--- src/common/ts0_ctrl_defs.svh ---
`ifndef TS0_CTRL_DEFS_SVH
`define TS0_CTRL_DEFS_SVH

// ----------------------------------------------------------------------------
// register indices, byte address is four times the index
// ----------------------------------------------------------------------------
`define IDX_DL_SELECT      8'h10
`define IDX_MODE_SELECT    8'h11
`define IDX_NONFRAME_ALIGN_SIGNAL_CONTROL   8'h12

// ----------------------------------------------------------------------------
// reset values
// ----------------------------------------------------------------------------
`define RST_DL_SELECT      8'h00
`define RST_MODE_SELECT    8'h00
`define RST_NONFRAME_ALIGN_SIGNAL_CONTROL   8'h9f
`define NONFRAME_ALIGN_SIGNAL_WRITE_MASK    8'hbf

// ----------------------------------------------------------------------------
// field positions
// ----------------------------------------------------------------------------
`define BIT_AIS_SEL        7
`define BIT_MF_SEL         6
`define BIT_NAT_BUF        5
`define BIT_TX_INTL_USE_ZERO           7
`define BIT_REMAINDER_MODIFY_ENABLE           6
`define BIT_SOFT_RST       5
`define BIT_AUTO_REMOTE_ALARM_DISABLE           4
`define BIT_AUTO_YBIT_DISABLE           3
`define BIT_MODE           2
`define BIT_CRC_SYNC_DISABLE           1
`define BIT_CRC_INTERWORK_DISABLE           0
`define BIT_TX_INTL_USE_ONE           7
`define BIT_TX_ALARM_BIT           5
`define FAS_LOW_BITS       7'h1b
`define SA4_ONLY           5'h10

// ----------------------------------------------------------------------------
// timing
// ----------------------------------------------------------------------------
`define SYS_CLK_KHZ        125000
`define LINE_RATE_KHZ      2048
`define AIS_WINDOW_BITS    512
`define AIS_ZERO_LIMIT     3
`define BITS_PER_FRAME     256
`define FRAMES_PER_MF      16

`endif

--- src/common/ts0_ctrl_pkg.sv ---
`default_nettype none
package ts0_ctrl_pkg;

    typedef enum logic {
        BUS_IDLE,
        BUS_RESP
    } bus_state_t;

    typedef struct packed {
        logic basic_sync;
        logic mf_align;
        logic sig_mf_start;
        logic crc_mf_start;
    } rx_status_t;

    typedef struct packed {
        logic       crc_bit;
        logic       si_bit;
        logic       txb_conn;
        logic       txb_bit;
        logic [4:0] dl_bits;
        logic [4:0] nat_buf;
        logic [7:0] backplane_ts0;
    } ts0_src_t;

endpackage
`default_nettype wire

--- src/hw/ais_detector.sv ---
`timescale 1ns/10ps
`default_nettype none
`include "ts0_ctrl_defs.svh"
module ais_detector (
    input  wire logic clk_in,      // system clock
    input  wire logic rst_n_in,    // synchronised reset
    input  wire logic clr_in,      // soft reset pulse
    input  wire logic bit_en_in,   // one line bit
    input  wire logic rx_bit_in,   // received bit
    input  wire logic two_win_in,  // two-window criterion
    output logic      ais_out      // alarm indication detected
);
    logic [8:0] bit_pos;
    logic [1:0] zeros;
    logic       prev_ok;
    wire        win_end = bit_en_in && (bit_pos == 9'(`AIS_WINDOW_BITS - 1));
    wire  [1:0] zeros_now = (!rx_bit_in && zeros != 2'(`AIS_ZERO_LIMIT)) ? zeros + 2'h1 : zeros;
    wire        win_ok = zeros_now < 2'(`AIS_ZERO_LIMIT);

    always_ff @(posedge clk_in or negedge rst_n_in) begin
        if (!rst_n_in) begin
            bit_pos <= 9'h000;
            zeros   <= 2'h0;
            prev_ok <= 1'b0;
            ais_out <= 1'b0;
        end else if (clr_in) begin
            bit_pos <= 9'h000;
            zeros   <= 2'h0;
            prev_ok <= 1'b0;
            ais_out <= 1'b0;
        end else if (bit_en_in) begin
            bit_pos <= bit_pos + 9'h001;
            zeros   <= win_end ? 2'h0 : zeros_now;
            if (win_end) begin
                prev_ok <= win_ok;
                ais_out <= two_win_in ? (win_ok && prev_ok) : win_ok;
            end
        end
    end

    ais_single_a: assert property (@(posedge clk_in) disable iff (!rst_n_in)
        (win_end && !clr_in && !two_win_in) |=> (ais_out == $past(win_ok)))
        else $error("single window ais verdict wrong");
    ais_double_a: assert property (@(posedge clk_in) disable iff (!rst_n_in)
        (win_end && !clr_in && two_win_in && !prev_ok) |=> !ais_out)
        else $error("double window ais declared after one window");
endmodule
`default_nettype wire

--- src/hw/ts0_bit_builder.sv ---
`timescale 1ns/10ps
`default_nettype none
`include "ts0_ctrl_defs.svh"
module ts0_bit_builder (
    input  wire logic                  fas_frame_in,    // frame alignment frame
    input  wire logic [7:0]            dl_select_in,    // select register
    input  wire logic [7:0]            mode_in,         // mode register
    input  wire logic [7:0]            nonframe_align_signal_in,         // nonframe_align_signal control register
    input  wire logic                  basic_sync_in,   // basic sync acquired
    input  wire ts0_ctrl_pkg::ts0_src_t src_in,          // bit sources
    output logic [7:0]                 ts0_byte_out     // byte, msb is bit one
);
    wire       transparent = mode_in[`BIT_MODE];
    wire       crc_on = !mode_in[`BIT_CRC_SYNC_DISABLE];
    wire [4:0] dl_mask = transparent ? `SA4_ONLY : dl_select_in[4:0];
    wire [4:0] nat_src = dl_select_in[`BIT_NAT_BUF] ? src_in.nat_buf : nonframe_align_signal_in[4:0];
    wire [4:0] sa_bits = (dl_mask & src_in.dl_bits) | (~dl_mask & nat_src);
    wire       remote_alarm_bit = mode_in[`BIT_AUTO_REMOTE_ALARM_DISABLE] ? nonframe_align_signal_in[`BIT_TX_ALARM_BIT] : !basic_sync_in;
    wire       fas_b1 = crc_on ? src_in.crc_bit : mode_in[`BIT_TX_INTL_USE_ZERO];
    wire       nonframe_align_signal_b1 = crc_on ? src_in.si_bit :
                         (src_in.txb_conn ? src_in.txb_bit : nonframe_align_signal_in[`BIT_TX_INTL_USE_ONE]);
    wire [7:0] term_byte = fas_frame_in ? {fas_b1, `FAS_LOW_BITS}
                                        : {nonframe_align_signal_b1, 1'b1, remote_alarm_bit, sa_bits};
    // transparent keeps backplane ts0, link bit swapped in
    wire [7:0] pass_byte = fas_frame_in ? src_in.backplane_ts0
                         : {src_in.backplane_ts0[7:5],
                            (dl_mask & src_in.dl_bits) | (~dl_mask & src_in.backplane_ts0[4:0])};

    assign ts0_byte_out = transparent ? pass_byte : term_byte;
endmodule
`default_nettype wire

--- src/hw/ts0_framing_control.sv ---
// Our own choice: register access over Avalon-MM.
`timescale 1ns/10ps
`default_nettype none
`include "ts0_ctrl_defs.svh"
module ts0_framing_control (
    input  wire logic                    sys_clk_in,           // 125 MHz clock
    input  wire logic                    rst_n_in,             // async reset, active low
    input  wire logic [7:0]              avs_address_in,       // byte address
    input  wire logic                    avs_read_in,          // read request
    input  wire logic                    avs_write_in,         // write request
    input  wire logic [31:0]             avs_writedata_in,     // write data
    input  wire logic [3:0]              avs_byteenable_in,    // byte lanes
    output logic [31:0]                  avs_readdata_out,     // read data
    output logic                         avs_waitrequest_out,  // stall
    input  wire logic                    rx_bit_in,            // received line bit
    input  wire ts0_ctrl_pkg::rx_status_t rx_status_in,         // receive framer status
    input  wire ts0_ctrl_pkg::ts0_src_t   ts0_src_in,           // transmit ts0 sources
    input  wire logic                    manual_ybit_in,       // programmed y bit
    output logic [7:0]                   tx_ts0_byte_out,      // ts0 byte, msb first
    output logic                         tx_fas_frame_out,     // current frame is fas
    output logic                         tx_frame_start_out,   // frame start pulse
    output logic                         tx_ybit_out,          // ts16 frame zero y bit
    output logic                         rx_multiframe_pulse_out, // receive mf pulse
    output logic                         ais_detected_out,     // alarm indication seen
    output logic                         transparent_out,      // transparent mode
    output logic                         remainder_modify_out, // crc remainder update
    output logic                         crc_sync_enable_out,  // crc-4 sync running
    output logic                         crc_interwork_out,    // interworking on
    output logic [4:0]                   data_link_mask_out    // national bits on link
);
    // ------------------------------------------------------------------------
    // reset release
    // ------------------------------------------------------------------------
    logic rst_meta;
    logic rst_n;

    always_ff @(posedge sys_clk_in or negedge rst_n_in) begin
        if (!rst_n_in) begin
            rst_meta <= 1'b0;
            rst_n    <= 1'b0;
        end else begin
            rst_meta <= 1'b1;
            rst_n    <= rst_meta;
        end
    end

    function automatic logic [7:0] byte_addr(input logic [7:0] idx);
        byte_addr = 8'(idx << 2);
    endfunction

    // ------------------------------------------------------------------------
    // avalon slave
    // ------------------------------------------------------------------------
    ts0_ctrl_pkg::bus_state_t state;
    ts0_ctrl_pkg::bus_state_t next_state;
    logic [7:0] multiframe_and_dl_select;
    logic [7:0] mode_selection_control;
    logic [7:0] tx_nonframe_align_control;
    logic       soft_rst;

    wire request  = avs_read_in || avs_write_in;
    wire hit_dl   = avs_address_in == byte_addr(`IDX_DL_SELECT);
    wire hit_mode = avs_address_in == byte_addr(`IDX_MODE_SELECT);
    wire hit_nonframe_align_signal = avs_address_in == byte_addr(`IDX_NONFRAME_ALIGN_SIGNAL_CONTROL);
    // a write lands only at the edge where waitrequest is seen low
    wire wr_fire  = (state == ts0_ctrl_pkg::BUS_RESP) && avs_write_in && avs_byteenable_in[0];
    wire [7:0] wr_byte = avs_writedata_in[7:0];
    wire [7:0] rd_byte = hit_dl   ? multiframe_and_dl_select :
                         hit_mode ? mode_selection_control :
                         hit_nonframe_align_signal ? tx_nonframe_align_control : 8'h00;
    wire soft_rst_edge = wr_fire && hit_mode && wr_byte[`BIT_SOFT_RST]
                         && !mode_selection_control[`BIT_SOFT_RST];

    always_comb begin
        next_state = state;
        case (state)
            ts0_ctrl_pkg::BUS_IDLE: begin
                if (request) begin
                    next_state = ts0_ctrl_pkg::BUS_RESP;
                end
            end
            ts0_ctrl_pkg::BUS_RESP: begin
                next_state = ts0_ctrl_pkg::BUS_IDLE;
            end
            default: begin
                next_state = ts0_ctrl_pkg::BUS_IDLE;
            end
        endcase
    end

    always_ff @(posedge sys_clk_in or negedge rst_n) begin
        if (!rst_n) begin
            state               <= ts0_ctrl_pkg::BUS_IDLE;
            avs_waitrequest_out <= 1'b1;
            avs_readdata_out    <= 32'h0000_0000;
        end else begin
            state               <= next_state;
            avs_waitrequest_out <= next_state != ts0_ctrl_pkg::BUS_RESP;
            if (state == ts0_ctrl_pkg::BUS_IDLE && avs_read_in) begin
                avs_readdata_out <= {24'h00_0000, rd_byte};
            end
        end
    end

    // ------------------------------------------------------------------------
    // control registers
    // ------------------------------------------------------------------------
    // the soft reset bit itself keeps what was written, so only a new
    // low-to-high write can fire another reset
    always_ff @(posedge sys_clk_in or negedge rst_n) begin
        if (!rst_n) begin
            multiframe_and_dl_select  <= `RST_DL_SELECT;
            mode_selection_control    <= `RST_MODE_SELECT;
            tx_nonframe_align_control <= `RST_NONFRAME_ALIGN_SIGNAL_CONTROL;
            soft_rst                  <= 1'b0;
        end else begin
            soft_rst <= soft_rst_edge;
            if (soft_rst) begin
                multiframe_and_dl_select  <= `RST_DL_SELECT;
                mode_selection_control    <= (`RST_MODE_SELECT & ~(8'h01 << `BIT_SOFT_RST))
                                             | (mode_selection_control & (8'h01 << `BIT_SOFT_RST));
                tx_nonframe_align_control <= `RST_NONFRAME_ALIGN_SIGNAL_CONTROL;
            end else if (wr_fire) begin
                if (hit_dl) begin
                    multiframe_and_dl_select <= wr_byte;
                end
                if (hit_mode) begin
                    mode_selection_control <= wr_byte;
                end
                if (hit_nonframe_align_signal) begin
                    tx_nonframe_align_control <= wr_byte & `NONFRAME_ALIGN_SIGNAL_WRITE_MASK;
                end
            end
        end
    end

    // ------------------------------------------------------------------------
    // line bit rate
    // ------------------------------------------------------------------------
    // fractional accumulator gives the exact average rate; bit edges jitter
    // by one system clock, which the framer downstream tolerates
    logic [16:0] rate_acc;
    logic        bit_en;
    wire  [17:0] acc_sum  = {1'b0, rate_acc} + 18'(`LINE_RATE_KHZ);
    wire         acc_wrap = acc_sum >= 18'(`SYS_CLK_KHZ);

    always_ff @(posedge sys_clk_in or negedge rst_n) begin
        if (!rst_n) begin
            rate_acc <= 17'h00000;
            bit_en   <= 1'b0;
        end else begin
            rate_acc <= acc_wrap ? 17'(acc_sum - 18'(`SYS_CLK_KHZ)) : acc_sum[16:0];
            bit_en   <= acc_wrap;
        end
    end

    // ------------------------------------------------------------------------
    // frame timing and transmit overhead
    // ------------------------------------------------------------------------
    logic [7:0] bit_cnt;
    logic [3:0] frame_cnt;
    wire        frame_edge = bit_en && (bit_cnt == 8'(`BITS_PER_FRAME - 1));
    wire  [3:0] next_frame = frame_cnt + 4'h1;
    wire        next_fas = !next_frame[0];
    wire  [7:0] built_byte;
    wire        ybit_value = mode_selection_control[`BIT_AUTO_YBIT_DISABLE] ? manual_ybit_in
                                                               : !rx_status_in.mf_align;

    ts0_bit_builder builder (
        .fas_frame_in  (next_fas),
        .dl_select_in  (multiframe_and_dl_select),
        .mode_in       (mode_selection_control),
        .nonframe_align_signal_in       (tx_nonframe_align_control),
        .basic_sync_in (rx_status_in.basic_sync),
        .src_in        (ts0_src_in),
        .ts0_byte_out  (built_byte)
    );

    always_ff @(posedge sys_clk_in or negedge rst_n) begin
        if (!rst_n) begin
            bit_cnt            <= 8'h00;
            frame_cnt          <= 4'hf;
            tx_ts0_byte_out    <= 8'h00;
            tx_fas_frame_out   <= 1'b0;
            tx_frame_start_out <= 1'b0;
            tx_ybit_out        <= 1'b1;
        end else begin
            tx_frame_start_out <= frame_edge;
            if (bit_en) begin
                bit_cnt <= bit_cnt + 8'h01;
            end
            if (frame_edge) begin
                frame_cnt        <= next_frame;
                tx_ts0_byte_out  <= built_byte;
                tx_fas_frame_out <= next_fas;
                if (next_frame == 4'h0) begin
                    tx_ybit_out <= ybit_value;
                end
            end
        end
    end

    // ------------------------------------------------------------------------
    // receive side and mode outputs
    // ------------------------------------------------------------------------
    logic ais_raw;

    ais_detector ais_det (
        .clk_in     (sys_clk_in),
        .rst_n_in   (rst_n),
        .clr_in     (soft_rst),
        .bit_en_in  (bit_en),
        .rx_bit_in  (rx_bit_in),
        .two_win_in (multiframe_and_dl_select[`BIT_AIS_SEL]),
        .ais_out    (ais_raw)
    );

    wire transparent = mode_selection_control[`BIT_MODE];
    wire mf_pulse = multiframe_and_dl_select[`BIT_MF_SEL] ? rx_status_in.crc_mf_start
                                                          : rx_status_in.sig_mf_start;

    always_ff @(posedge sys_clk_in or negedge rst_n) begin
        if (!rst_n) begin
            rx_multiframe_pulse_out <= 1'b0;
            ais_detected_out        <= 1'b0;
            transparent_out         <= 1'b0;
            remainder_modify_out    <= 1'b0;
            crc_sync_enable_out     <= 1'b1;
            crc_interwork_out       <= 1'b1;
            data_link_mask_out      <= 5'h00;
        end else begin
            rx_multiframe_pulse_out <= mf_pulse;
            ais_detected_out        <= ais_raw;
            transparent_out         <= transparent;
            remainder_modify_out    <= transparent && mode_selection_control[`BIT_REMAINDER_MODIFY_ENABLE];
            crc_sync_enable_out     <= !mode_selection_control[`BIT_CRC_SYNC_DISABLE];
            crc_interwork_out       <= !mode_selection_control[`BIT_CRC_INTERWORK_DISABLE];
            data_link_mask_out      <= transparent ? `SA4_ONLY : multiframe_and_dl_select[4:0];
        end
    end

    // ------------------------------------------------------------------------
    // checks
    // ------------------------------------------------------------------------
    mf_pulse_sel_a: assert property (@(posedge sys_clk_in) disable iff (!rst_n)
        multiframe_and_dl_select[`BIT_MF_SEL] && $stable(multiframe_and_dl_select)
        |=> rx_multiframe_pulse_out == $past(rx_status_in.crc_mf_start))
        else $error("multiframe pulse not aligned to crc multiframe");
    soft_reset_a: assert property (@(posedge sys_clk_in) disable iff (!rst_n)
        soft_rst_edge |-> ##2 (multiframe_and_dl_select == `RST_DL_SELECT
        && tx_nonframe_align_control == `RST_NONFRAME_ALIGN_SIGNAL_CONTROL))
        else $error("soft reset did not restore defaults");
    frame_alt_a: assert property (@(posedge sys_clk_in) disable iff (!rst_n)
        tx_frame_start_out |-> tx_fas_frame_out != $past(tx_fas_frame_out))
        else $error("fas and nonframe_align_signal frames did not alternate");
    fas_word_a: assert property (@(posedge sys_clk_in) disable iff (!rst_n)
        (tx_frame_start_out && tx_fas_frame_out && !transparent_out)
        |-> tx_ts0_byte_out[6:0] == `FAS_LOW_BITS)
        else $error("fas word wrong in termination mode");
    auto_rai_a: assert property (@(posedge sys_clk_in) disable iff (!rst_n)
        (frame_edge && !next_fas && !transparent
        && !mode_selection_control[`BIT_AUTO_REMOTE_ALARM_DISABLE] && rx_status_in.basic_sync)
        |=> !tx_ts0_byte_out[5])
        else $error("remote alarm sent while basic sync held");
    manual_alarm_a: assert property (@(posedge sys_clk_in) disable iff (!rst_n)
        (frame_edge && !next_fas && !transparent && mode_selection_control[`BIT_AUTO_REMOTE_ALARM_DISABLE])
        |=> tx_ts0_byte_out[5] == $past(tx_nonframe_align_control[`BIT_TX_ALARM_BIT]))
        else $error("transmit alarm bit not placed");
    auto_ybit_a: assert property (@(posedge sys_clk_in) disable iff (!rst_n)
        (frame_edge && next_frame == 4'h0 && !mode_selection_control[`BIT_AUTO_YBIT_DISABLE])
        |=> tx_ybit_out == !$past(rx_status_in.mf_align))
        else $error("automatic y bit wrong");
    national_field_a: assert property (@(posedge sys_clk_in) disable iff (!rst_n)
        (frame_edge && !next_fas && !transparent && multiframe_and_dl_select == 8'h00)
        |=> tx_ts0_byte_out[4:0] == $past(tx_nonframe_align_control[4:0]))
        else $error("national field not transmitted");
    tiu_one_a: assert property (@(posedge sys_clk_in) disable iff (!rst_n)
        (frame_edge && !next_fas && !transparent && mode_selection_control[`BIT_CRC_SYNC_DISABLE]
        && !ts0_src_in.txb_conn)
        |=> tx_ts0_byte_out[7] == $past(tx_nonframe_align_control[`BIT_TX_INTL_USE_ONE]))
        else $error("international one bit not transmitted");
    bus_answer_a: assert property (@(posedge sys_clk_in) disable iff (!rst_n)
        (state == ts0_ctrl_pkg::BUS_IDLE && request) |=> !avs_waitrequest_out ##1 avs_waitrequest_out)
        else $error("bus answer not one cycle after request");
    mf_pulse_sig_a: assert property (@(posedge sys_clk_in) disable iff (!rst_n)
        !multiframe_and_dl_select[`BIT_MF_SEL] && $stable(multiframe_and_dl_select)
        |=> rx_multiframe_pulse_out == $past(rx_status_in.sig_mf_start))
        else $error("multiframe pulse not aligned to signalling multiframe");
    mode_level_a: assert property (@(posedge sys_clk_in) disable iff (!rst_n)
        transparent_out == $past(mode_selection_control[`BIT_MODE]))
        else $error("transmit mode level wrong");
    crc_sync_level_a: assert property (@(posedge sys_clk_in) disable iff (!rst_n)
        crc_sync_enable_out != $past(mode_selection_control[`BIT_CRC_SYNC_DISABLE]))
        else $error("crc sync enable level wrong");
    interwork_level_a: assert property (@(posedge sys_clk_in) disable iff (!rst_n)
        crc_interwork_out != $past(mode_selection_control[`BIT_CRC_INTERWORK_DISABLE]))
        else $error("interworking level wrong");
    sa4_link_a: assert property (@(posedge sys_clk_in) disable iff (!rst_n)
        transparent_out |-> data_link_mask_out == `SA4_ONLY)
        else $error("transparent link not on sa4");
    remainder_mode_a: assert property (@(posedge sys_clk_in) disable iff (!rst_n)
        remainder_modify_out |-> transparent_out)
        else $error("remainder modification outside transparent mode");
    ybit_frame_zero_a: assert property (@(posedge sys_clk_in) disable iff (!rst_n)
        $changed(tx_ybit_out) |-> $past(frame_edge) && $past(frame_cnt) == 4'hf)
        else $error("y bit changed outside frame zero");
endmodule
`default_nettype wire
--- config.mk ---
export PLATFORM = sky130hd
export DESIGN_NAME = ts0_framing_control
export DESIGN_NICKNAME = d
export VERILOG_FILES = /design/src/common/ts0_ctrl_pkg.sv /design/src/hw/ais_detector.sv /design/src/hw/ts0_bit_builder.sv /design/src/hw/ts0_framing_control.sv
export VERILOG_INCLUDE_DIRS = /design/src /design/src/common
export SDC_FILE = /design/constraint.sdc
export NUM_CORES = 1
export LEC_CHECK = 0
export BUFFER_PORTS_ARGS = -buffer_cell sky130_fd_sc_hd__buf_2
export CORE_MARGIN = 10
export CORE_UTILIZATION = 25
export DETAILED_ROUTE_END_ITERATION = 10
export GPL_TIMING_DRIVEN = 0
export SETUP_SLACK_MARGIN = 0.02
export SYNTH_ARGS = -nofsm -noshare
export SYNTH_HDL_FRONTEND = slang
export SYNTH_SLANG_ARGS = --single-unit
--- constraint.sdc ---
create_clock -name sys_clk_in -period 3.3 [get_ports sys_clk_in]
set_clock_uncertainty 0.2 [all_clocks]
set_input_delay 0.66 -clock sys_clk_in [delete_from_list [all_inputs] [get_ports sys_clk_in]]
set_output_delay 0.66 -clock sys_clk_in [all_outputs]
set_load 0.01 [all_outputs]
==> report_table.html, run 1 <==
<table>
<tr><th>Metric</th><th>Value</th></tr>
<tr><th colspan="2">Outcome</th></tr>
<tr><td>Result of the run</td><td>finished clean</td></tr>
<tr><th colspan="2">Floorplan</th></tr>
<tr><td>IO Count</td><td>131</td></tr>
<tr><td>Die Outline Area</td><td>about 25000 um2</td></tr>
<tr><td>Die span in y</td><td>approximately 160 um</td></tr>
<tr><td>Die Span X</td><td>159.1 um</td></tr>
<tr><td>Number of standard-cell rows in the floorplan</td><td>50</td></tr>
<tr><td>Initial standard-cell utilization of the core</td><td>0.2562</td></tr>
<tr><td>Core region area</td><td>18890 um2</td></tr>
<tr><th colspan="2">Global route</th></tr>
<tr><td>Number of antenna violations at the first check in global routing</td><td>0</td></tr>
<tr><td>Vias in the first global route</td><td>~3500</td></tr>
<tr><td>Overall overflow remaining after global route</td><td>0</td></tr>
<tr><td>Pin count of the biggest net entering global routing</td><td>57</td></tr>
<tr><td>First-pass GRT wire length</td><td>18930 um</td></tr>
<tr><td>Total routing usage reported by global routing</td><td>0.09171</td></tr>
<tr><th colspan="2">Clock tree</th></tr>
<tr><td>TritonCTS clock tree</td><td>done</td></tr>
<tr><td>CTS-repair resized insts</td><td>0</td></tr>
<tr><td>Total clock buffers created by CTS</td><td>9</td></tr>
<tr><td>Total number of H-tree levels</td><td>3</td></tr>
<tr><td>Sinks on Clock Net</td><td>98</td></tr>
<tr><td>Clock slew at the register clock pins of the worst setup and hold paths</td><td>60 ps</td></tr>
<tr><td>Clk_lat worst skew</td><td>350 ps</td></tr>
<tr><td>Clock root buffer master</td><td>sky130_fd_sc_hd__clkbuf_16</td></tr>
<tr><td>Clk buf depth</td><td>2</td></tr>
<tr><th colspan="2">Routing</th></tr>
<tr><td>Number of DRC markers in iteration 0</td><td>173</td></tr>
<tr><td>Count of nets left with antenna violations after detail routing</td><td>0</td></tr>
<tr><td>Iteration count of the initial detailed-routing pass</td><td>4</td></tr>
<tr><td>Vias per Instance</td><td>~4.1</td></tr>
<tr><td>Remaining design rule violation count</td><td>0</td></tr>
<tr><td>Total vias in the final route</td><td>between 3000 and 4000</td></tr>
<tr><td>Overall routed net length</td><td>about 12000 um</td></tr>
<tr><td>Routed wirelength normalized by instance count</td><td>13.84 um</td></tr>
<tr><th colspan="2">Logic synthesis</th></tr>
<tr><td>Yosys warns</td><td>0</td></tr>
<tr><td>Ys async rst share</td><td>1.000</td></tr>
<tr><td>Most area-hungry cell type in the Yosys netlist</td><td>sky130_fd_sc_hd__dfrtp_1</td></tr>
<tr><td>Synth top area share</td><td>0.4343</td></tr>
<tr><td>Sequential cell area fraction in the yosys report</td><td>0.5103</td></tr>
<tr><td>Largest cells by area after synthesis</td><td>sky130_fd_sc_hd__dfrtp_1 (43%), sky130_fd_sc_hd__dfstp_2 (7.6%), sky130_fd_sc_hd__mux2i_1 (6.2%)</td></tr>
<tr><td>Synth Register Bits</td><td>98</td></tr>
<tr><td>Number of distinct standard cells referenced by the synthesized netlist</td><td>57</td></tr>
<tr><td>Mapped Area</td><td>4840 um2</td></tr>
<tr><td>EDFF count, synth</td><td>0</td></tr>
<tr><td>Average footprint of a synthesized cell</td><td>10.61 um2</td></tr>
<tr><td>Top FF cell, synth</td><td>sky130_fd_sc_hd__dfrtp_1</td></tr>
<tr><td>Syn Inst Count</td><td>456</td></tr>
<tr><th colspan="2">Place</th></tr>
<tr><td>Port Buf Inserts</td><td>79</td></tr>
<tr><td>Detail Placement HPWL</td><td>slightly below 9000 um</td></tr>
<tr><td>RePlAce Congestion</td><td>0.7582</td></tr>
<tr><td>DP Worst Slack</td><td>631.2 ps</td></tr>
<tr><td>Total placed cells including tap cells</td><td>819</td></tr>
<tr><th colspan="2">Worst hold path</th></tr>
<tr><td>Worst min-delay path class</td><td>flop to async pin</td></tr>
<tr><th colspan="2">Timing</th></tr>
<tr><td>Worst setup slack after layout</td><td>871.5 ps</td></tr>
<tr><td>Max-slew violations</td><td>0</td></tr>
<tr><td>Actual slew at the worst max-slew pin</td><td>835.6 ps</td></tr>
<tr><td>Final number of hold-violating endpoints</td><td>0</td></tr>
<tr><td>Clock period minus final worst setup slack</td><td>around 2400 ps</td></tr>
<tr><td>Slew Limit Headroom</td><td>0.4387</td></tr>
<tr><td>Unrepaired setup endpoints after global routing</td><td>no</td></tr>
<tr><td>Setup-failing EPs final</td><td>0</td></tr>
<tr><td>Final period utilization</td><td>0.7359</td></tr>
<tr><td>Highest clock rate</td><td>between 400 and 500 MHz</td></tr>
<tr><th colspan="2">Pwr</th></tr>
<tr><td>Part of the total power dissipated in the clock network</td><td>0.409</td></tr>
<tr><td>Leakage dissipation</td><td>2.882 nW</td></tr>
<tr><td>Switching power total</td><td>0.5435 mW</td></tr>
<tr><td>Power per cell area</td><td>394.0 nW/um2</td></tr>
<tr><td>Reg power frac</td><td>0.527</td></tr>
<tr><td>VDD IR-drop max</td><td>between 0.3 and 0.4 mV</td></tr>
<tr><td>Proportion of power drawn by combinational gates</td><td>0.063</td></tr>
<tr><td>Internal</td><td>1.801 mW</td></tr>
<tr><td>Sw Ratio</td><td>0.2318</td></tr>
<tr><th colspan="2">Cells and area</th></tr>
<tr><td>Non-Filler Instances</td><td>between 800 and 900</td></tr>
<tr><td>Fraction of layout cells with a size suffix above 1</td><td>0.2830</td></tr>
<tr><td>NumNets Final</td><td>657</td></tr>
<tr><td>Diode count</td><td>0</td></tr>
<tr><td>Area Overhead vs Synth</td><td>22.98%</td></tr>
<tr><th colspan="2">Worst setup path</th></tr>
<tr><td>Setup Crit Path Kind</td><td>flop to flop</td></tr>
<tr><td>Library cell contributing the largest single delay on the critical path</td><td>sky130_fd_sc_hd__dfrtp_1</td></tr>
<tr><td>Cells along the critical path</td><td>ha_1, clkbuf_1, nand4bb_1, a311oi_1, o31a_2, buf_6, nand3b_1, xnor2_1</td></tr>
<tr><td>Kind of start point of the critical path</td><td>flop</td></tr>
<tr><td>Max Fanout on Critical Path</td><td>10</td></tr>
<tr><td>Delay of the slowest critical-path stage</td><td>470 ps</td></tr>
<tr><td>Endpoint class of the critical path</td><td>flop</td></tr>
<tr><td>Arrival time reported for the critical path endpoint</td><td>2460 ps</td></tr>
<tr><td>WP data required</td><td>3330 ps</td></tr>
<tr><th colspan="2">Run</th></tr>
<tr><td>Maximum capacitance violations</td><td>0</td></tr>
</table>
-- logic make-up (layout without fill, tap and decap cells) --
family,count (synthesis),count (layout),synth area share
DFF,98,98,0.5103
other,2,25,0.001552
and+or+nand+nor,135,135,0.1414
muxes,45,45,0.09928
adders and majority gates,10,10,0.02585
xor gates and xnor gates,26,26,0.04705
buffers and inverters,66,163,0.07420
AOI/OAI and AO/OA,74,74,0.1003
-- area by class of cell --
| class | count | area [um2] |
|---|---|---|
| sequential | 98 | 2474 |
| multi-input combinational | 315 | 2097 |
| buffer | 46 | 284.0 |
| timing repair buffer | 81 | 432.9 |
| tap | 260 | 325.3 |
| clock inverter | 4 | 27.53 |
| fill | 1987 | 12940 |
| clock buffer | 12 | 236.5 |
| inverter | 20 | 75.07 |
-- registers in the layout (all words and copies together) (netlist names), 2 cells and up --
name,count
rate_acc,14
ais_det.bit_pos,9
avs_readdata_out,8
bit_cnt,8
mode_selection_control,8
multiframe_and_dl_select,8
tx_ts0_byte_out,8
tx_nonframe_align_control,7
data_link_mask_out,5
frame_cnt,4
ais_det.zeros,2
-- routing by layer --
| layer | share of wire | track usage | vias to the layer above | wire (um) |
|---|---|---|---|---|
| met4 | 0.0092 | 0.02780 | 0 | 107 |
| met2 | 0.46 | 0.1394 | 83 | 5319 |
| met5 | 0 | 0 | - | 0 |
| met3 | 0.055 | 0.03047 | 8 | 642 |
| met1 | 0.48 | 0.1206 | 1615 | 5502 |
| li1 | - | - | 1756 | - |
-- critical path: cells and delay by family (launching register included) --
| family | cells | cell delay, ps |
|---|---|---|
| AOI/OAI and AO/OA | 2 | 600 |
| DFF | 1 | 470 |
| and+or+nand+nor | 2 | 330 |
| buffers and inverters | 2 | 320 |
| adders and majority gates | 1 | 230 |
| xor gates and xnor gates | 1 | 150 |
-- per-stage QoR --
step | instance area [um2] | setup TNS, ps | hold WS (ps) | total power, mW | utilization
final | 5952 | 0 | 139.9 | 2.345 | 0.3150
after global placement | 5647 | -89790 | 134.4 | 1.402 | 0.2989
after CTS | 5952 | 0 | 155.3 | 2.386 | 0.3150
after global routing | 5952 | 0 | 167.4 | 2.452 | 0.3150
after detailed placement | 5678 | 0 | 140.5 | 1.408 | 0.3005
after floorplan | 4926 | 0 | 131.2 | 1.343 | -
-- cells in the mapped netlist, types with 3 or more instances --
| cell type | instances |
|---|---|
| sky130_fd_sc_hd__nand4_1 | 7 |
| sky130_fd_sc_hd__a21oi_1 | 21 |
| sky130_fd_sc_hd__dfrtp_1 | 84 |
| sky130_fd_sc_hd__xor2_1 | 10 |
| sky130_fd_sc_hd__o211ai_1 | 3 |
| sky130_fd_sc_hd__mux2_2 | 13 |
| sky130_fd_sc_hd__ha_1 | 10 |
| sky130_fd_sc_hd__dfstp_2 | 14 |
| sky130_fd_sc_hd__inv_1 | 20 |
| sky130_fd_sc_hd__clkbuf_1 | 14 |
| sky130_fd_sc_hd__buf_2 | 5 |
| sky130_fd_sc_hd__nand2_1 | 30 |
| sky130_fd_sc_hd__nor2_1 | 49 |
| sky130_fd_sc_hd__a211o_1 | 6 |
| sky130_fd_sc_hd__o31ai_1 | 3 |
| sky130_fd_sc_hd__mux2i_1 | 30 |
| sky130_fd_sc_hd__a22o_1 | 7 |
| sky130_fd_sc_hd__nor2b_1 | 9 |
| sky130_fd_sc_hd__xnor2_1 | 16 |
| sky130_fd_sc_hd__nand3_1 | 12 |
| sky130_fd_sc_hd__nand2b_1 | 5 |
| sky130_fd_sc_hd__buf_4 | 24 |
| sky130_fd_sc_hd__o21ai_0 | 17 |
| sky130_fd_sc_hd__nor3b_1 | 3 |
-- worst paths after layout --
kind | slack, ps | from | endpoint | cells past startpoint
worst max-delay path | 870 | rate_acc[11]$_DFF_PN0_ | rate_acc[8]$_DFFE_PN0P_ | 8
worst min-delay path | 140 | rst_n$_DFF_PN0_ | rate_acc[8]$_DFFE_PN0P_ | 0
worst max register to register | 870 | rate_acc[11]$_DFF_PN0_ | rate_acc[8]$_DFFE_PN0P_ | 8
worst min register to register | 140 | rst_n$_DFF_PN0_ | rate_acc[8]$_DFFE_PN0P_ | 0
max in group asynchronous | 2040 | rst_n$_DFF_PN0_ | tx_nonframe_align_control[2]$_DFFE_PN1P_ | 1
min in group sys_clk_in | 150 | rst_meta$_DFF_PN0_ | rst_n$_DFF_PN0_ | 0
-- repair_timing --
item | in CTS | in global routing
hold buffers | 1 | 0
setup buffers | 0 | 0
hold endpoints to repair | 2 | 0
-- cells in the final DEF (no fill, tap or decap), types with 3 or more instances in the layout --
master	netlist	layout
sky130_fd_sc_hd__dfstp_2	14	14
sky130_fd_sc_hd__nand3_1	12	12
sky130_fd_sc_hd__nand4_1	7	7
sky130_fd_sc_hd__a211o_1	6	6
sky130_fd_sc_hd__a22o_1	7	7
sky130_fd_sc_hd__xnor2_1	16	16
sky130_fd_sc_hd__ha_1	10	10
sky130_fd_sc_hd__mux2i_1	30	30
sky130_fd_sc_hd__nor3b_1	3	3
sky130_fd_sc_hd__nor2b_1	9	9
sky130_fd_sc_hd__conb_1	2	25
sky130_fd_sc_hd__o211ai_1	3	3
sky130_fd_sc_hd__mux2_2	13	13
sky130_fd_sc_hd__o31ai_1	3	3
sky130_fd_sc_hd__clkbuf_16	0	9
sky130_fd_sc_hd__clkbuf_1	14	17
sky130_fd_sc_hd__nand2b_1	5	5
sky130_fd_sc_hd__inv_1	20	20
sky130_fd_sc_hd__buf_2	5	84
sky130_fd_sc_hd__nand2_1	30	30
sky130_fd_sc_hd__o21ai_0	17	17
sky130_fd_sc_hd__xor2_1	10	10
sky130_fd_sc_hd__a21oi_1	21	21
sky130_fd_sc_hd__dfrtp_1	84	83
sky130_fd_sc_hd__nor2_1	49	49
sky130_fd_sc_hd__buf_4	24	24
-- power by group through the flow --
stage / sequential, mW / combinational, mW / clock [mW]
after global routing: 1.24 / 0.167 / 1.04
after detailed placement: 1.26 / 0.148 / 0
after global placement: 1.27 / 0.129 / 0
after floorplan: 1.27 / 0.0774 / 0
after CTS: 1.24 / 0.149 / 0.999
final: 1.24 / 0.149 / 0.959
Note: power is estimated with default switching activity, not from simulation.
==> run 2: changes to the inputs <==
--- a/config.mk
+++ b/config.mk
@@ -6,6 +6,7 @@
 export SDC_FILE = /design/constraint.sdc
 export NUM_CORES = 1
 export LEC_CHECK = 0
+export ABC_AREA = 1
 export BUFFER_PORTS_ARGS = -buffer_cell sky130_fd_sc_hd__buf_2
 export CORE_MARGIN = 10
 export CORE_UTILIZATION = 25
==> constraint.sdc (replaced) <==
create_clock -name sys_clk_in -period 2.35 [get_ports sys_clk_in]
set_clock_uncertainty 0.2 [all_clocks]
set_input_delay 0.47 -clock sys_clk_in [delete_from_list [all_inputs] [get_ports sys_clk_in]]
set_output_delay 0.47 -clock sys_clk_in [all_outputs]
set_load 0.01 [all_outputs]
==> run 2 against run 1 <==
Net effect: first-iteration DRC count increased by 25%; non-clock buffer count decreased by 7; clock power increased by 58%; critical endpoint is now rate_acc[5]$_DFFE_PN0P_; largest power group unchanged.
==> report_table.html, run 2 <==
<table>
<tr><th>Metric</th><th>Value</th></tr>
<tr><th colspan="2">Outcome</th></tr>
<tr><td>Result of the run</td><td>finished clean</td></tr>
<tr><th colspan="2">Global route</th></tr>
<tr><td>Total routing usage reported by global routing</td><td>0.1001</td></tr>
<tr><td>Pin count of the biggest net entering global routing</td><td>64</td></tr>
<tr><td>Overall overflow remaining after global route</td><td>0</td></tr>
<tr><td>First-pass GRT wire length</td><td>around 21000 um</td></tr>
<tr><td>Number of antenna violations at the first check in global routing</td><td>1</td></tr>
<tr><td>Vias in the first global route</td><td>4001</td></tr>
<tr><th colspan="2">Logic synthesis</th></tr>
<tr><td>Largest cells by area after synthesis</td><td>sky130_fd_sc_hd__dfrtp_1 (41%), sky130_fd_sc_hd__nand2_1 (11%), sky130_fd_sc_hd__dfstp_2 (7.2%)</td></tr>
<tr><td>Top FF cell, synth</td><td>sky130_fd_sc_hd__dfrtp_1</td></tr>
<tr><td>EDFF count, synth</td><td>0</td></tr>
<tr><td>Sequential cell area fraction in the yosys report</td><td>0.4855</td></tr>
<tr><td>Synth top cells by count</td><td>sky130_fd_sc_hd__nand2_1 (146), sky130_fd_sc_hd__dfrtp_1 (84), sky130_fd_sc_hd__inv_1 (59)</td></tr>
<tr><td>Ys async rst share</td><td>1.000</td></tr>
<tr><td>Synth top area share</td><td>0.4132</td></tr>
<tr><td>Mapped Area</td><td>5087 um2</td></tr>
<tr><td>Synth Register Bits</td><td>98</td></tr>
<tr><td>Dominant cell by count in the synthesized netlist</td><td>sky130_fd_sc_hd__nand2_1</td></tr>
<tr><td>Yosys warns</td><td>0</td></tr>
<tr><td>Number of distinct standard cells referenced by the synthesized netlist</td><td>46</td></tr>
<tr><td>Most area-hungry cell type in the Yosys netlist</td><td>sky130_fd_sc_hd__dfrtp_1</td></tr>
<tr><td>Syn Inst Count</td><td>597</td></tr>
<tr><td>Average footprint of a synthesized cell</td><td>8.522 um2</td></tr>
<tr><th colspan="2">Floorplan</th></tr>
<tr><td>Initial standard-cell utilization of the core</td><td>0.2530</td></tr>
<tr><td>Core region area</td><td>around 20000 um2</td></tr>
<tr><td>Die Span X</td><td>162.7 um</td></tr>
<tr><td>IO Count</td><td>131</td></tr>
<tr><td>Die span in y</td><td>162.7 um</td></tr>
<tr><td>Die Outline Area</td><td>26460 um2</td></tr>
<tr><td>Number of standard-cell rows in the floorplan</td><td>52</td></tr>
<tr><th colspan="2">Worst hold path</th></tr>
<tr><td>Worst min-delay path class</td><td>flop to async pin</td></tr>
<tr><th colspan="2">Pwr</th></tr>
<tr><td>VDD IR-drop max</td><td>about 0.32 mV</td></tr>
<tr><td>Leakage dissipation</td><td>3.317 nW</td></tr>
<tr><td>Power per cell area</td><td>570.5 nW/um2</td></tr>
<tr><th colspan="2">Worst setup path</th></tr>
<tr><td>Max Fanout on Critical Path</td><td>10</td></tr>
<tr><td>Setup Crit Path Kind</td><td>flop to flop</td></tr>
<tr><td>Kind of start point of the critical path</td><td>flop</td></tr>
<tr><td>Arrival time reported for the critical path endpoint</td><td>between 2000 and 2500 ps</td></tr>
<tr><td>Endpoint class of the critical path</td><td>flop</td></tr>
<tr><td>WP data required</td><td>2390 ps</td></tr>
<tr><th colspan="2">Clock tree</th></tr>
<tr><td>Sinks on Clock Net</td><td>between 90 and 100</td></tr>
<tr><td>Total number of H-tree levels</td><td>3</td></tr>
<tr><td>Clock root buffer master</td><td>sky130_fd_sc_hd__clkbuf_16</td></tr>
<tr><td>Clk_lat worst skew</td><td>360 ps</td></tr>
<tr><td>Total clock buffers created by CTS</td><td>9</td></tr>
<tr><td>Clk buf depth</td><td>2</td></tr>
<tr><td>Clock slew at the register clock pins of the worst setup and hold paths</td><td>70 ps</td></tr>
<tr><td>Setup fix buffers added after clock tree synthesis</td><td>0</td></tr>
<tr><td>TritonCTS clock tree</td><td>done</td></tr>
<tr><th colspan="2">Timing</th></tr>
<tr><td>Highest clock rate</td><td>486.8 MHz</td></tr>
<tr><td>Final number of hold-violating endpoints</td><td>0</td></tr>
<tr><td>Slew Limit Headroom</td><td>0.6226</td></tr>
<tr><td>Setup-failing EPs final</td><td>0</td></tr>
<tr><td>Final period utilization</td><td>0.8741</td></tr>
<tr><td>Max-slew violations</td><td>0</td></tr>
<tr><td>Total Neg Setup Slack</td><td>0 ps</td></tr>
<tr><td>Clock period minus final worst setup slack</td><td>between 2000 and 2500 ps</td></tr>
<tr><td>Actual slew at the worst max-slew pin</td><td>564.0 ps</td></tr>
<tr><td>Unrepaired setup endpoints after global routing</td><td>no</td></tr>
<tr><th colspan="2">Place</th></tr>
<tr><td>RePlAce Congestion</td><td>0.7978</td></tr>
<tr><td>Port Buf Inserts</td><td>79</td></tr>
<tr><td>Detail Placement HPWL</td><td>10200 um</td></tr>
<tr><td>Area after DPL</td><td>5938 um2</td></tr>
<tr><th colspan="2">Run</th></tr>
<tr><td>Maximum capacitance violations</td><td>0</td></tr>
<tr><th colspan="2">Routing</th></tr>
<tr><td>Routed wirelength normalized by instance count</td><td>approximately 13 um</td></tr>
<tr><td>Number of DRC markers in iteration 0</td><td>216</td></tr>
<tr><td>Count of nets left with antenna violations after detail routing</td><td>0</td></tr>
<tr><td>Vias per Instance</td><td>4.277</td></tr>
<tr><td>Total vias in the final route</td><td>between 4000 and 5000</td></tr>
<tr><td>Remaining design rule violation count</td><td>0</td></tr>
<tr><td>Overall routed net length</td><td>~13000 um</td></tr>
<tr><td>Iteration count of the initial detailed-routing pass</td><td>4</td></tr>
<tr><th colspan="2">Cells and area</th></tr>
<tr><td>Max FFs per register</td><td>14</td></tr>
<tr><td>Area Overhead vs Synth</td><td>22.87%</td></tr>
<tr><td>Highest-count cells in the layout ignoring fill and taps</td><td>sky130_fd_sc_hd__nand2_1 (146), sky130_fd_sc_hd__buf_2 (84), sky130_fd_sc_hd__dfrtp_1 (83), sky130_fd_sc_hd__inv_1 (59), sky130_fd_sc_hd__nor2_1 (49)</td></tr>
<tr><td>Top Registers</td><td>rate_acc (14), ais_det.bit_pos (9)</td></tr>
<tr><td>Area of all placed cells without fillers</td><td>roughly 6300 um2</td></tr>
<tr><td>Top reg by flops</td><td>rate_acc</td></tr>
<tr><td>NumNets Final</td><td>around 800</td></tr>
<tr><td>Most common library cell in the layout ignoring fill and taps</td><td>sky130_fd_sc_hd__nand2_1</td></tr>
<tr><td>Fraction of layout cells with a size suffix above 1</td><td>0.2552</td></tr>
</table>
-- run 2: changes by cell type after synthesis, sizes merged, moves of 8 or more --
cell | previous run | this run
clkbuf | 14 | 6
xnor2 | 16 | 1
nand3 | 12 | 35
nand4 | 7 | 20
o21ai | 17 | 33
inv | 20 | 62
nor2 | 50 | 58
nand2 | 30 | 161
mux2i | 30 | 0
mux2 | 14 | 1
xor2 | 10 | 19
nor2b | 9 | 0
-- run 2: layer usage --
layer / part of all wire / track usage / wire, um / vias to the layer above
li1: - / - / - / 2125
met1: 0.47 / 0.1322 / 6218 / 1960
met2: 0.45 / 0.1551 / 5946 / 128
met3: 0.077 / 0.03539 / 1018 / 13
met4: 0.0076 / 0.01967 / 101 / 0
met5: 0 / 0 / 0 / -
-- run 2: worst paths after layout --
path                                         from                                        to  slack, ps  cells after the start
max                        rate_acc[11]$_DFF_PN0_                   rate_acc[5]$_DFFE_PN0P_        300                     11
min reg2reg                       rst_n$_DFF_PN0_                 transparent_out$_DFF_PN0_        100                      0
max in group asynchronous         rst_n$_DFF_PN0_                  frame_cnt[1]$_DFFE_PN1P_       1140                      1
min                               rst_n$_DFF_PN0_                 transparent_out$_DFF_PN0_        100                      0
max reg2reg                rate_acc[11]$_DFF_PN0_                   rate_acc[5]$_DFFE_PN0P_        300                     11
min in group sys_clk_in       avs_writedata_in[0]  tx_nonframe_align_control[0]$_DFFE_PN1P_        150                      3
-- run 2: per-stage QoR --
stage	hold WS, ps	std cells	util	total power [mW]	worst slack [ps]
finish	98.55	988	0.3109	3.566	295.9
global route	143.4	987	0.3108	3.727	108.3
CTS	124.8	987	0.3108	3.628	260.8
detailed placement	58.40	970	0.2954	2.084	215.7
global placement	56.66	969	0.2939	2.075	-182.7
floorplan	-25.59	620	-	1.948	505.2
-- run 2: layout make-up --
class                   instances  area (um2)
diodes                          1       2.502
fillers                      2131       13850
clock inverters                 6       71.32
clock buffers                  10       229.0
multi-input cells             420        2197
well taps                     270       337.8
flip-flops and latches         98        2474
inverters                      63       236.5
plain buffers                  39       270.3
repair buffers                 81       432.9
-- run 2: power by group --
group / switching [mW] / internal, mW / leakage, nW / total, mW
logic: 0.156 / 0.119 / 1.91 / 0.275
clock network: 0.682 / 0.838 / 0.140 / 1.52
registers: 0.0386 / 1.73 / 1.27 / 1.77
-- run 2: repair_timing --
| item | 4_1_cts | 5_1_grt |
|---|---|---|
| hold buffers | 1 | 0 |
| gates resized for setup | 0 | 0 |
| endpoints found under the hold margin | 2 | 0 |
-- run 2: critical path, stage by stage, from the launching register on --
cell and delay [ps]:
sky130_fd_sc_hd__dfrtp_1 440, sky130_fd_sc_hd__inv_2 100, sky130_fd_sc_hd__ha_1 310, sky130_fd_sc_hd__inv_1 120, sky130_fd_sc_hd__nand3_1 90, sky130_fd_sc_hd__nor2_1 100, sky130_fd_sc_hd__nand2_1 50, sky130_fd_sc_hd__nand2_1 100
sky130_fd_sc_hd__nand2_4 80, sky130_fd_sc_hd__buf_2 190, sky130_fd_sc_hd__nand4_1 90, sky130_fd_sc_hd__nand2_1 60
-- run 2: cell families (layout without fill, tap and decap cells) --
group | count (synthesis) | after routing | synth area share
fa+ha+maj | 10 | 10 | 0.02459
buf+inv | 102 | 199 | 0.09960
xor+xnor | 20 | 20 | 0.03443
simple gates | 284 | 284 | 0.2538
flops | 98 | 98 | 0.4855
other cells | 2 | 26 | 0.001476
compound gates | 80 | 80 | 0.09838
mux | 1 | 1 | 0.002213
==> run 3: changes to the inputs <==
--- a/config.mk
+++ b/config.mk
@@ -7,11 +7,12 @@
 export NUM_CORES = 1
 export LEC_CHECK = 0
 export ABC_AREA = 1
-export BUFFER_PORTS_ARGS = -buffer_cell sky130_fd_sc_hd__buf_2
+export BUFFER_PORTS_ARGS = -buffer_cell sky130_fd_sc_hd__buf_4
 export CORE_MARGIN = 10
 export CORE_UTILIZATION = 25
 export DETAILED_ROUTE_END_ITERATION = 10
 export GPL_TIMING_DRIVEN = 0
+export PLACE_DENSITY = 0.45
 export SETUP_SLACK_MARGIN = 0.02
 export SYNTH_ARGS = -nofsm -noshare
 export SYNTH_HDL_FRONTEND = slang
==> run 3 against run 2 <==
Net effect: clock power rose by 5%; total power grew 3.3%; final cell count decreased by 0.10%; die area stayed put; combinational power up 13%; final area is 3.5% higher; critical path depth stayed put; largest power group unchanged.
==> report_table.html, run 3 (synthesized netlist as in run 2, its figures left out) <==
<table>
<tr><th>Metric</th><th>Value</th></tr>
<tr><th colspan="2">Floorplan</th></tr>
<tr><td>Core region area</td><td>20100 um2</td></tr>
<tr><td>Die span in y</td><td>around 160 um</td></tr>
<tr><td>Number of standard-cell rows in the floorplan</td><td>52</td></tr>
<tr><td>IO Count</td><td>approximately 130</td></tr>
<tr><td>Die Span X</td><td>between 150 and 200 um</td></tr>
<tr><td>Die Outline Area</td><td>about 26000 um2</td></tr>
<tr><td>Initial standard-cell utilization of the core</td><td>0.2530</td></tr>
<tr><th colspan="2">Global route</th></tr>
<tr><td>Overall overflow remaining after global route</td><td>0</td></tr>
<tr><td>First-pass GRT wire length</td><td>23060 um</td></tr>
<tr><td>Pin count of the biggest net entering global routing</td><td>65</td></tr>
<tr><td>Number of antenna violations at the first check in global routing</td><td>0</td></tr>
<tr><td>Total routing usage reported by global routing</td><td>0.1077</td></tr>
<tr><td>Vias in the first global route</td><td>~4400</td></tr>
<tr><th colspan="2">Timing</th></tr>
<tr><td>Slew Limit Headroom</td><td>0.5584</td></tr>
<tr><td>Actual slew at the worst max-slew pin</td><td>662.5 ps</td></tr>
<tr><td>Final period utilization</td><td>0.9022</td></tr>
<tr><td>Highest clock rate</td><td>approximately 470 MHz</td></tr>
<tr><td>Unrepaired setup endpoints after global routing</td><td>no</td></tr>
<tr><td>Setup-failing EPs final</td><td>0</td></tr>
<tr><td>Max-slew violations</td><td>0</td></tr>
<tr><td>Total Neg Setup Slack</td><td>0 ps</td></tr>
<tr><td>Clock period minus final worst setup slack</td><td>~2100 ps</td></tr>
<tr><td>Final number of hold-violating endpoints</td><td>0</td></tr>
<tr><th colspan="2">Routing</th></tr>
<tr><td>Count of nets left with antenna violations after detail routing</td><td>0</td></tr>
<tr><td>Overall routed net length</td><td>roughly 14000 um</td></tr>
<tr><td>Iteration count of the initial detailed-routing pass</td><td>4</td></tr>
<tr><td>Total vias in the final route</td><td>between 4000 and 5000</td></tr>
<tr><td>Routed wirelength normalized by instance count</td><td>14.32 um</td></tr>
<tr><td>Number of DRC markers in iteration 0</td><td>roughly 180</td></tr>
<tr><td>Remaining design rule violation count</td><td>0</td></tr>
<tr><td>Vias per Instance</td><td>roughly 4.3</td></tr>
<tr><th colspan="2">Clock tree</th></tr>
<tr><td>Clock root buffer master</td><td>sky130_fd_sc_hd__clkbuf_16</td></tr>
<tr><td>Clock slew at the register clock pins of the worst setup and hold paths</td><td>80 ps</td></tr>
<tr><td>Total clock buffers created by CTS</td><td>9</td></tr>
<tr><td>TritonCTS clock tree</td><td>done</td></tr>
<tr><td>Total number of H-tree levels</td><td>3</td></tr>
<tr><td>Clk buf depth</td><td>2</td></tr>
<tr><td>CTS-repair resized insts</td><td>0</td></tr>
<tr><td>Sinks on Clock Net</td><td>a little under 100</td></tr>
<tr><td>Clk_lat worst skew</td><td>350 ps</td></tr>
<tr><th colspan="2">Worst setup path</th></tr>
<tr><td>Arrival time reported for the critical path endpoint</td><td>2160 ps</td></tr>
<tr><td>WP data required</td><td>2390 ps</td></tr>
<tr><td>Kind of start point of the critical path</td><td>flop</td></tr>
<tr><td>Setup Crit Path Kind</td><td>flop to flop</td></tr>
<tr><td>Reg-to-reg setup timing slack</td><td>230 ps</td></tr>
<tr><td>Endpoint class of the critical path</td><td>flop</td></tr>
<tr><td>Max Fanout on Critical Path</td><td>10</td></tr>
<tr><th colspan="2">Place</th></tr>
<tr><td>RePlAce Congestion</td><td>approximately 0.83</td></tr>
<tr><td>Detail Placement HPWL</td><td>10760 um</td></tr>
<tr><td>Port Buf Inserts</td><td>~80</td></tr>
<tr><th colspan="2">Cells and area</th></tr>
<tr><td>NumNets Final</td><td>798</td></tr>
<tr><td>Util after Layout</td><td>0.3217</td></tr>
<tr><td>Max FFs per register</td><td>14</td></tr>
<tr><td>Diode count</td><td>0</td></tr>
<tr><td>Top reg by flops</td><td>rate_acc</td></tr>
<tr><td>Fraction of layout cells with a size suffix above 1</td><td>0.2566</td></tr>
<tr><td>Highest-count cells in the layout ignoring fill and taps</td><td>sky130_fd_sc_hd__nand2_1 (146), sky130_fd_sc_hd__buf_4 (104), sky130_fd_sc_hd__dfrtp_1 (83), sky130_fd_sc_hd__inv_1 (59), sky130_fd_sc_hd__nor2_1 (49)</td></tr>
<tr><td>Final-layout fill cell count</td><td>2100</td></tr>
<tr><td>Area Overhead vs Synth</td><td>27.13%</td></tr>
<tr><td>Most common library cell in the layout ignoring fill and taps</td><td>sky130_fd_sc_hd__nand2_1</td></tr>
<tr><td>Top Registers</td><td>rate_acc (14), ais_det.bit_pos (9)</td></tr>
<tr><th colspan="2">Run</th></tr>
<tr><td>Maximum capacitance violations</td><td>0</td></tr>
<tr><th colspan="2">Pwr</th></tr>
<tr><td>Power per cell area</td><td>~570 nW/um2</td></tr>
<tr><td>Leakage dissipation</td><td>3.382 nW</td></tr>
<tr><td>VDD IR-drop max</td><td>0.3295 mV</td></tr>
<tr><td>Total power after layout</td><td>3.684 mW</td></tr>
<tr><th colspan="2">Outcome</th></tr>
<tr><td>Result of the run</td><td>finished clean</td></tr>
<tr><th colspan="2">Worst hold path</th></tr>
<tr><td>Worst min-delay path class</td><td>flop to async pin</td></tr>
</table>
-- run 3: critical path: stages, from the launching register on --
cell                      delay (ps)
sky130_fd_sc_hd__dfrtp_1         450
sky130_fd_sc_hd__inv_2           110
sky130_fd_sc_hd__ha_1            320
sky130_fd_sc_hd__inv_1           120
sky130_fd_sc_hd__nand3_1          90
sky130_fd_sc_hd__nor2_1          100
sky130_fd_sc_hd__nand2_1          60
sky130_fd_sc_hd__nand2_1         120
sky130_fd_sc_hd__nand2_4          90
sky130_fd_sc_hd__buf_2           200
sky130_fd_sc_hd__nand4_1         100
sky130_fd_sc_hd__nand2_1          70
-- run 3: final cells by class --
cell class | instances | area (um2) | area share
clock inverters | 7 | 96.34 | 0.01490
well taps | 270 | 337.8 | 0.05223
flip-flops and latches | 98 | 2474 | 0.3825
repair buffers | 81 | 630.6 | 0.09750
inverters | 63 | 236.5 | 0.03656
clock buffers | 9 | 225.2 | 0.03482
multi-input cells | 420 | 2197 | 0.3397
plain buffers | 39 | 270.3 | 0.04179
-- run 3: repair_timing --
item	in CTS	in global routing
hold endpoints to repair	2	0
hold buffers	1	0
buffers inserted	0	0
-- run 3: power by group --
group	switching (mW)	internal (mW)
Sequential	0.0408	1.73
Combinational	0.155	0.157
Clock	0.737	0.862
-- run 3: per-layer routing --
layer | GRT usage | vias up | routed length, um | part of all wire
met5 | 0 | - | 0 | 0
met1 | 0.1288 | 1993 | 6275 | 0.44
met2 | 0.1868 | 92 | 7137 | 0.50
li1 | - | 2123 | - | -
met3 | 0.02806 | 12 | 542 | 0.038
met4 | 0.02951 | 0 | 182 | 0.013
-- run 3: path summary, 6_finish.rpt --
kind	startpoint	end	cells past startpoint
min in group sys_clk_in	avs_writedata_in[3]	tx_nonframe_align_control[3]$_DFFE_PN1P_	3
worst max register to register	rate_acc[11]$_DFF_PN0_	rate_acc[15]$_DFF_PN0_	11
worst max-delay path	rate_acc[11]$_DFF_PN0_	rate_acc[15]$_DFF_PN0_	11
worst min-delay path	rst_n$_DFF_PN0_	remainder_modify_out$_DFF_PN0_	0
worst min register to register	rst_n$_DFF_PN0_	remainder_modify_out$_DFF_PN0_	0
max in group asynchronous	rst_n$_DFF_PN0_	tx_ybit_out$_DFFE_PN1P_	1
-- run 3: stage by stage --
stage                     setup slack, ps  instances  cell area (um2)  hold slack (ps)
final                               229.7        987             6467            80.40
after global routing                81.32        987             6467            119.3
after CTS                           247.5        987             6467            99.89
after detailed placement            117.5        970             6136            55.11
after global placement             -198.6        969             6106            53.55
after floorplan                     505.2        620             5175           -25.59
